### src/fbdac_pkg.sv
package fbdac_pkg;

    // ------------------------------------------------------------
    // Register map
    // ------------------------------------------------------------
    localparam logic [11:0] FBDAC_CTRL_ADDR = 12'h000;
    localparam logic [11:0] FBDAC_LEVEL_ADDR = 12'h004;

    // ------------------------------------------------------------
    // Field positions and reset values
    // ------------------------------------------------------------
    localparam int FBDAC_EN_BIT = 7;
    localparam int FBDAC_OE1_BIT = 5;
    localparam int FBDAC_OE2_BIT = 4;
    localparam int FBDAC_PSS_LSB = 2;
    localparam int FBDAC_NSS_LSB = 0;
    localparam int FBDAC_CODE_W = 5;
    localparam logic [7:0] FBDAC_CTRL_RST = 8'h00;
    localparam logic [4:0] FBDAC_LEVEL_RST = 5'h00;
    localparam logic [7:0] FBDAC_CTRL_MASK = 8'hbf;
    localparam logic [7:0] FBDAC_LEVEL_MASK = 8'h1f;

    // ------------------------------------------------------------
    // Source selections
    // ------------------------------------------------------------
    typedef enum logic [1:0] {
        FBDAC_PSRC_SUPPLY = 2'h0,
        FBDAC_PSRC_EXT_REF = 2'h1,
        FBDAC_PSRC_FIXED_REF = 2'h2,
        FBDAC_PSRC_RSVD = 2'h3
    } fbdac_psrc_e;

    typedef enum logic [1:0] {
        FBDAC_NSRC_GROUND = 2'h0,
        FBDAC_NSRC_NEG_REF0 = 2'h1,
        FBDAC_NSRC_NEG_REF1 = 2'h2,
        FBDAC_NSRC_RSVD = 2'h3
    } fbdac_nsrc_e;

    typedef struct packed {
        logic enable;
        logic first_pin_drive_enable;
        logic second_pin_drive_enable;
        logic [1:0] positive_source_select;
        logic [1:0] negative_source_select;
    } fbdac_ctrl_s;

    // Source switch lines toward the analog ladder, at most one set within the positive and within the negative group
    typedef struct packed {
        logic supply;
        logic ext_ref;
        logic fixed_reference_buffer;
        logic analog_ground;
        logic neg_ref0;
        logic neg_ref1;
    } fbdac_src_s;

endpackage : fbdac_pkg

### src/fbdac_pin.sv
`timescale 1ns/100ps
module fbdac_pin
    import fbdac_pkg::*;
(
    input wire logic clk,
    input wire logic rst,
    input wire logic analog_sel,
    input wire logic dig_out,
    input wire logic dig_oe,
    input wire logic pin_in,
    output logic pin_out,
    output logic pin_oe,
    output logic read_val,
    output logic analog_on
);
    // Registered so the digital driver is released in the same cycle the switch closes
    always_ff @(posedge clk) begin
        if (rst) begin
            analog_on <= 1'b0;
            pin_out <= 1'b0;
            pin_oe <= 1'b0;
            read_val <= 1'b0;
        end else begin
            analog_on <= analog_sel;
            pin_out <= analog_sel ? 1'b0 : dig_out;
            pin_oe <= analog_sel ? 1'b0 : dig_oe;
            read_val <= analog_sel ? 1'b0 : pin_in;
        end
    end
endmodule : fbdac_pin

### src/fbdac_top.sv
// Behaviour
// - Converter active only while control bit 7 is set.
// - Thirty-two levels chosen by five-bit code in level register bits 4-0.
// - Output is negative source plus span times code over thirty-two.
// - Control bit 5 connects the level to the first output pin.
// - Control bit 4 connects the level to the second output pin.
// - A pin carrying the level loses its digital driver and input detection.
// - Digital read of a pin carrying the level returns zero.
// - Positive source: 00 supply, 01 external reference, 10 fixed buffer, 11 reserved.
// - Negative source: 00 ground, 01 ref0, 10 ref1 on upper instances, 11 reserved.
// - Converter keeps operating unchanged during Sleep.
// - Wake from Sleep leaves the control register unchanged.
// - Reset disables converter, drops pin outputs and clears the level code.
// - Level bits 7-5 and control bit 6 read as zero.
`timescale 1ns/100ps
module fbdac_top
    import fbdac_pkg::*;
#(
    parameter bit HAS_NEG_REF1 = 1'b0
)
(
    input wire logic CLOCK,
    input wire logic RESET,
    input wire logic PSEL,
    input wire logic PENABLE,
    input wire logic PWRITE,
    input wire logic [11:0] PADDR,
    input wire logic [31:0] PWDATA,
    input wire logic [3:0] PSTRB,
    output logic [31:0] PRDATA,
    output logic PREADY,
    output logic PSLVERR,
    input wire logic SLEEP,
    input wire logic [1:0] PIN_DIG_OUT,
    input wire logic [1:0] PIN_DIG_OE,
    input wire logic [1:0] PIN_IN,
    output logic [1:0] PIN_OUT,
    output logic [1:0] PIN_OE,
    output logic [1:0] PIN_READ,
    output logic [1:0] PIN_ANALOG_ON,
    output logic LADDER_ENABLE,
    output logic [31:0] LADDER_TAP,
    output fbdac_src_s SOURCE_SEL
);
    // ------------------------------------------------------------
    // Register bus
    // ------------------------------------------------------------
    fbdac_ctrl_s ctrl_r;
    logic [FBDAC_CODE_W-1:0] level_r;
    logic wr_en;
    logic sel_ctrl;
    logic sel_level;
    logic [7:0] ctrl_rd;

    assign sel_ctrl = (PADDR == FBDAC_CTRL_ADDR);
    assign sel_level = (PADDR == FBDAC_LEVEL_ADDR);
    assign wr_en = PSEL && PENABLE && PWRITE && PSTRB[0];
    assign PREADY = 1'b1;
    assign PSLVERR = PSEL && PENABLE && !(sel_ctrl || sel_level);

    // Bit 6 is left out of the packed struct so it always reads zero
    assign ctrl_rd = {ctrl_r.enable, 1'b0, ctrl_r.first_pin_drive_enable,
                      ctrl_r.second_pin_drive_enable, ctrl_r.positive_source_select,
                      ctrl_r.negative_source_select};

    // SLEEP is not an input to any register: the converter just runs on
    always_ff @(posedge CLOCK) begin
        if (RESET) begin
            ctrl_r <= '0;
        end else if (wr_en && sel_ctrl) begin
            ctrl_r.enable <= PWDATA[FBDAC_EN_BIT];
            ctrl_r.first_pin_drive_enable <= PWDATA[FBDAC_OE1_BIT];
            ctrl_r.second_pin_drive_enable <= PWDATA[FBDAC_OE2_BIT];
            ctrl_r.positive_source_select <= PWDATA[FBDAC_PSS_LSB +: 2];
            ctrl_r.negative_source_select <= PWDATA[FBDAC_NSS_LSB +: 2];
        end
    end

    always_ff @(posedge CLOCK) begin
        if (RESET) begin
            level_r <= FBDAC_LEVEL_RST;
        end else if (wr_en && sel_level) begin
            level_r <= PWDATA[FBDAC_CODE_W-1:0];
        end
    end

    always_ff @(posedge CLOCK) begin
        if (RESET) begin
            PRDATA <= 32'h0000_0000;
        end else if (PSEL && !PENABLE && !PWRITE) begin
            if (sel_ctrl) begin
                PRDATA <= {24'h00_0000, ctrl_rd & FBDAC_CTRL_MASK};
            end else if (sel_level) begin
                PRDATA <= {27'h000_0000, level_r};
            end else begin
                PRDATA <= 32'h0000_0000;
            end
        end
    end

    // ------------------------------------------------------------
    // Ladder and source switches
    // ------------------------------------------------------------
    // One-hot tap: the analog ladder yields Vn + (Vp - Vn) * code / 32
    always_ff @(posedge CLOCK) begin
        if (RESET) begin
            LADDER_ENABLE <= 1'b0;
            LADDER_TAP <= 32'h0000_0000;
        end else begin
            LADDER_ENABLE <= ctrl_r.enable;
            LADDER_TAP <= ctrl_r.enable ? (32'h0000_0001 << level_r) : 32'h0000_0000;
        end
    end

    // A reserved code opens every switch on its own side rather than shorting sources
    always_ff @(posedge CLOCK) begin
        if (RESET) begin
            SOURCE_SEL <= '0;
        end else begin
            SOURCE_SEL <= '0;
            if (ctrl_r.enable) begin
                unique case (fbdac_psrc_e'(ctrl_r.positive_source_select))
                    FBDAC_PSRC_SUPPLY: SOURCE_SEL.supply <= 1'b1;
                    FBDAC_PSRC_EXT_REF: SOURCE_SEL.ext_ref <= 1'b1;
                    FBDAC_PSRC_FIXED_REF: SOURCE_SEL.fixed_reference_buffer <= 1'b1;
                    FBDAC_PSRC_RSVD: ;
                endcase
                unique case (fbdac_nsrc_e'(ctrl_r.negative_source_select))
                    FBDAC_NSRC_GROUND: SOURCE_SEL.analog_ground <= 1'b1;
                    FBDAC_NSRC_NEG_REF0: SOURCE_SEL.neg_ref0 <= 1'b1;
                    FBDAC_NSRC_NEG_REF1: SOURCE_SEL.neg_ref1 <= HAS_NEG_REF1;
                    FBDAC_NSRC_RSVD: ;
                endcase
            end
        end
    end

    // ------------------------------------------------------------
    // Output pins
    // ------------------------------------------------------------
    logic [1:0] pin_sel;
    assign pin_sel = {ctrl_r.second_pin_drive_enable, ctrl_r.first_pin_drive_enable};

    for (genvar i = 0; i < 2; i++) begin : g_pin
        fbdac_pin u_pin (
            .clk(CLOCK),
            .rst(RESET),
            .analog_sel(pin_sel[i]),
            .dig_out(PIN_DIG_OUT[i]),
            .dig_oe(PIN_DIG_OE[i]),
            .pin_in(PIN_IN[i]),
            .pin_out(PIN_OUT[i]),
            .pin_oe(PIN_OE[i]),
            .read_val(PIN_READ[i]),
            .analog_on(PIN_ANALOG_ON[i])
        );
    end

    logic unused_sleep;
    assign unused_sleep = SLEEP;
endmodule : fbdac_top

### config.mk
export PLATFORM = sky130hd
export DESIGN_NAME = fbdac_top
export DESIGN_NICKNAME = d
export VERILOG_FILES = /design/src/fbdac_pkg.sv /design/src/fbdac_pin.sv /design/src/fbdac_top.sv
export SDC_FILE = /design/constraint.sdc
export NUM_CORES = 1
export LEC_CHECK = 0
export BUFFER_PORTS_ARGS = -buffer_cell sky130_fd_sc_hd__buf_2
export CORE_AREA = 2 2 92 94
export CTS_CLUSTER_DIAMETER = 30
export DETAILED_ROUTE_END_ITERATION = 10
export DIE_AREA = 0 0 94 96
export HOLD_SLACK_MARGIN = 0.15
export SKIP_CTS_REPAIR_TIMING = 1
export SLEW_MARGIN = 30
export SYNTH_ARGS = -nofsm -noshare
export SYNTH_HDL_FRONTEND = slang
export SYNTH_SLANG_ARGS = --single-unit
### constraint.sdc
create_clock -name CLOCK -period 5.68 [get_ports CLOCK]
set_input_delay 0.852 -clock CLOCK [delete_from_list [all_inputs] [get_ports CLOCK]]
set_output_delay 0.852 -clock CLOCK [all_outputs]
set_load 0.05 [all_outputs]
---- After elaboration in Yosys (flattened, before gate mapping) ----
Index checks and enable logic that the tools add are counted.
storage, ports and cells
  input port bits ......................... 60
  output and inout port bits .............. 81
  word-level logic and storage cells ...... 54
  bits in registers ....................... 91
operators by class
  reductions and logical operators ........ 18
  multiplexer cells ....................... 7
  bitwise operators ....................... 1
  equal/unequal tests ..................... 4
  shifts and indexed selects .............. 1
operators with widths
  operator              number
  $shl 1x5->32 const A  1
  $eq 12x3->1 const B   1
  $logic_not 12->1      1
  $logic_and 1x1->1     8
  $mux 8                1
  $reduce_or 2->1       3
  $mux 1                5
  $mux 5                1
  $eq 2x1->1 const B    2
  $logic_not 2->1       2
  $logic_not 1->1       3
  $eq 2x2->1 const B    1
  $logic_or 1x1->1      1
  $not 1->1             1

---- Depth between registers and ports, before layout ----
  word-level depth ........................ 4
  mapped depth ............................ 5
  depth with buffers taken out ............ 4

---- Modules after synthesis ----
Synthesis repeated with hierarchy kept, for this count alone.
unflattened totals
  cells, all modules ...................... 248
  area total of the unflattened synthesis .. 2298.5 sq um
modules (own cells, without submodules)
  module     cells each  seq. area each (sq um)  instances  area each (sq um)
  fbdac_top  232         1141.1                  1          2080.7
  fbdac_pin  8           80.1                    2          108.9

---- Worst setup path after synthesis ----
OpenSTA, ideal clock, no wires.
  kind .................................... input-to-output
  from .................................... input port PADDR[5]
  to ...................................... output port PSLVERR
  path buffers ............................ 0
  arrival time ............................ 2.119 ns
  data required time ...................... 4.828 ns
  slack ................................... 2.709 ns
  cell stages on the path ................. 3
  cells stage by stage .................... or4_4 -> or3_1 -> and3_2
between the ends
  word-level cells in the longest chain between the ends .. 4
  elaborated cells between the ends (all ways) .. 5
  those cells by class .................... eq/ne: 1; reduce/logical: 4
ends and longest elaborated chain
  what                                             RTL line                          RTL
  start, declared                                  fbdac_top.sv:27                   input wire logic [11:0] PADDR,
  $eq 12x3->1 or $logic_not 12->1 (tied branches)  fbdac_top.sv:56, fbdac_top.sv:55
  $logic_or 1x1->1 *                               fbdac_top.sv:59                   assign PSLVERR = PSEL && PENABLE && !(sel_ctrl || sel_level);
  $logic_not 1->1 *                                fbdac_top.sv:59
  $logic_and 1x1->1 *                              fbdac_top.sv:59
  end, declared                                    fbdac_top.sv:32                   output logic PSLVERR,
Mark *: on every way between the ends. The rest lies on a longest branch, timed or not.

---- Worst setup path in the final report ----
Same ends and word-level chain as after synthesis.

==> flow_summary_export.csv <==
group,metric,value,unit
run_status,status,"finished clean",
clock_tree,cts-htree-levels,3,
final_layout,n_fill_cell,847,
sta,skew,0.009386,ns
global_routing,grt_pass1_vias,1598,
setup_path,endpoint_kind,"output pin",
pwr,comb_power_share,0.074,
route,post-route-drc-count,0,
sta,max-slew-margin-rel,0.5281,
final_layout,syn2layout_area_growth,25.32,%
logic_synthesis,synth.distinct_cells,31,
die,die_height,96,um
final_layout,drive_gt1_frac,0.3405,
sta,grt_setup_unrepaired,"false",
pwr,p_sw_frac,0.2413,
clock_tree,insertion_delay,0.33,ns
final_layout,finish.utilization,0.3669,
sta,slew_viol_final,0,
global_routing,grt_pass1_wl,7638,um
die,initial_utilization,0.2928,
route,drt_iter0_markers,47,
clock_tree,clkSinkCount,65,
pwr,power_density,342.0,nW/um2
route,drt-total-wl,4984,um
die,core_area,8051,um2
logic_synthesis,synth.ff_latch_count,65,
sta,hold_ws,0.4481,ns
pwr,power_frac_seq,0.453,
clock_tree,cts_max_path_buffers,2,
pwr,p_leak,1.351,nW
pwr,internal_power,0.0007665,W
setup_path,r2r_setup_slack,4.37,ns
placed_design,place_inst,415,
setup_path,cp_max_fo,5,
pwr,p_total,0.001010,W
final_layout,antennaDiodeCount,0,
flow_run,cap_violations,0,
clock_tree,root_buffer,"clkbuf_8",
min_path,hp-class,"reg2reg",
sta,fin_crit,3.193,ns
final_layout,final_cells,431,
logic_synthesis,synth_area,2357,um2
die,rows,33,
pwr,power_switching,0.0002438,W
setup_path,path_class,"in2out",
sta,worst_pin_slew,0.7020,ns
sta,max_freq,0.3132,GHz
setup_path,reg2reg_from,"ctrl_r[6]",
logic_synthesis,yosysWarnings,0,
sta,tns,0,ns
pwr,ir_drop,0.1347,mV
route,drtAntennaViolNets,0,
final_layout,nets,381,
clock_tree,clkTransAtPathRegs,0.07,ns
placed_design,dpl.hpwl,3684,um
route,drt-vias-per-instance,4.181,
sta,post-route-period-util,0.5622,
sta,setup_viol,0,
min_path,hold_path_depth,2,
min_path,hold_start,"PRDATA[4]",
route,detail_route.wl_per_cell,11.56,um
setup_path,worstReg2RegEnd,"LADDER_TAP[4]",
pwr,power.clock.fraction,0.473,
setup_path,arrival,2.34,ns
placed_design,gp_congestion,0.7136,
logic_synthesis,synth.yosys.seq_area_share,0.5520,
die,die_w,94,um
global_routing,gr-total-overflow,0,
die,fp.dieArea,9024,um2
global_routing,gr-usage-all-layers,0.1135,
setup_path,cp-start-kind,"primary input",
route,dr.pass1.iters,5,
clock_tree,cts_tree,"yes",
die,io_pins,141,
setup_path,worstRegToRegCells,3,
global_routing,antenna_found_initial,0,
logic_synthesis,synth_cells,247,
logic_synthesis,syn_avg_cell_area,9.544,um2
global_routing,grt_max_degree,22,
route,via_count,1802,
setup_path,required,4.83,ns
sta,hold_violations,0,
min_path,hold_end,"PRDATA[4]",
clock_tree,cts_buffers,9,
placed_design,io_buffer_count,84,
==> power by group through the flow <==
stage	logic (W)	clock network (W)	registers [W]
2_1_floorplan	0.0000769	0	0.000469
3_3_place_gp	0.0000740	0	0.000469
3_5_place_dp	0.0000745	0	0.000469
4_1_cts	0.0000746	0.000493	0.000458
5_1_grt	0.0000789	0.000512	0.000458
6_report	0.0000748	0.000478	0.000458
==> cell usage in the layout (no fill, tap or decap), types with 3 or more instances in the layout <==
cell       instances
a21oi_1           11
and2_1             7
buf_2             84
bufinv_16          3
clkbuf_8           9
conb_1            27
dfxtp_1           65
mux2i_1            5
nand2_1           10
nand3_1           13
nand3b_1           4
nor2_1            38
nor2b_1            4
nor3b_1            4
o21ai_0           10
o21ai_1            4
or3_1              4
==> layer usage <==
| metal | vias to the layer above | GRT usage | part of all wire |
|---|---|---|---|
| met5 | - | 0 | 0 |
| met4 | 0 | 0.05193 | 0.014 |
| met3 | 7 | 0.04620 | 0.098 |
| met2 | 103 | 0.1804 | 0.45 |
| met1 | 790 | 0.1346 | 0.44 |
| li1 | 902 | - | - |
==> stage by stage <==
| step | worst slack [ns] | instance area (um2) |
|---|---|---|
| 2_1_floorplan | 2.709 | 2451 |
| 3_3_place_gp | 2.480 | 2699 |
| 3_5_place_dp | 2.488 | 2699 |
| 4_1_cts | 2.486 | 2948 |
| 5_1_grt | 2.428 | 2954 |
| 6_report | 2.487 | 2954 |
==> critical path: stages <==
cell and delay, ns:
buf_2 0.09, or4_4 0.57, or3_1 0.40, and3_2 0.21, buf_2 0.20
==> final cells by class <==
cell class	instances	area (um2)	area share
clock buffer	9	123.9	0.04193
clock inverter	7	125.1	0.04235
inverter	2	7.507	0.002541
multi-input combinational	159	844.6	0.2859
sequential	65	1301	0.4405
tap	105	131.4	0.04447
timing repair buffer	84	420.4	0.1423
==> cell usage after synthesis, drive strengths merged <==
cell,instances,area (um2)
nand2,10,37.54
inv,2,7.510
o21ai,15,78.83
nor2,38,142.6
nor4,3,33.78
mux2,2,22.52
and2,7,43.79
nand2b,1,6.260
buf,36,266.5
or3b,2,17.52
or4,3,30.03
nor3b,4,30.03
nand3b,4,30.03
dfxtp,65,1301
nand4,1,6.260
and3,1,7.510
nand3,13,65.06
conb,2,7.510
clkbuf,10,37.54
nor2b,4,25.02
or3,5,36.28
a21oi,11,55.05
nand4b,1,8.760
nor3,2,10.01
mux2i,5,50.05
==> flip-flops by register name, indices dropped and copies added, names as in the netlist <==
signal,flops
ctrl_r,7
g_pin.u_pin.analog_on,2
g_pin.u_pin.read_val,2
level_r,5
g_pin.u_pin.pin_out,2
LADDER_ENABLE,1
SOURCE_SEL,5
LADDER_TAP,32
g_pin.u_pin.pin_oe,2
PRDATA,7
==> cells by family (layout without fill, tap and decap cells) <==
logic type | after synthesis | count (layout) | share of synthesized area
buf+inv | 48 | 102 | 0.1322
mux | 7 | 7 | 0.03079
compound gates | 26 | 26 | 0.05679
flops | 65 | 65 | 0.5520
other cells | 2 | 27 | 0.003186
simple gates | 99 | 99 | 0.2251
==> how the worst max path moves through the flow <==
stage	from	endpoint	slack (ns)	depth (start not counted)
2_1_floorplan	PADDR[5]	PSLVERR	2.71	3
3_3_place_gp	PADDR[5]	PSLVERR	2.48	5
3_5_place_dp	PADDR[5]	PSLVERR	2.49	5
4_1_cts	PADDR[5]	PSLVERR	2.49	5
5_1_grt	PADDR[5]	PSLVERR	2.43	5
6_report	PADDR[5]	PSLVERR	2.49	5
No activity file was read; power rests on OpenSTA's default activity.
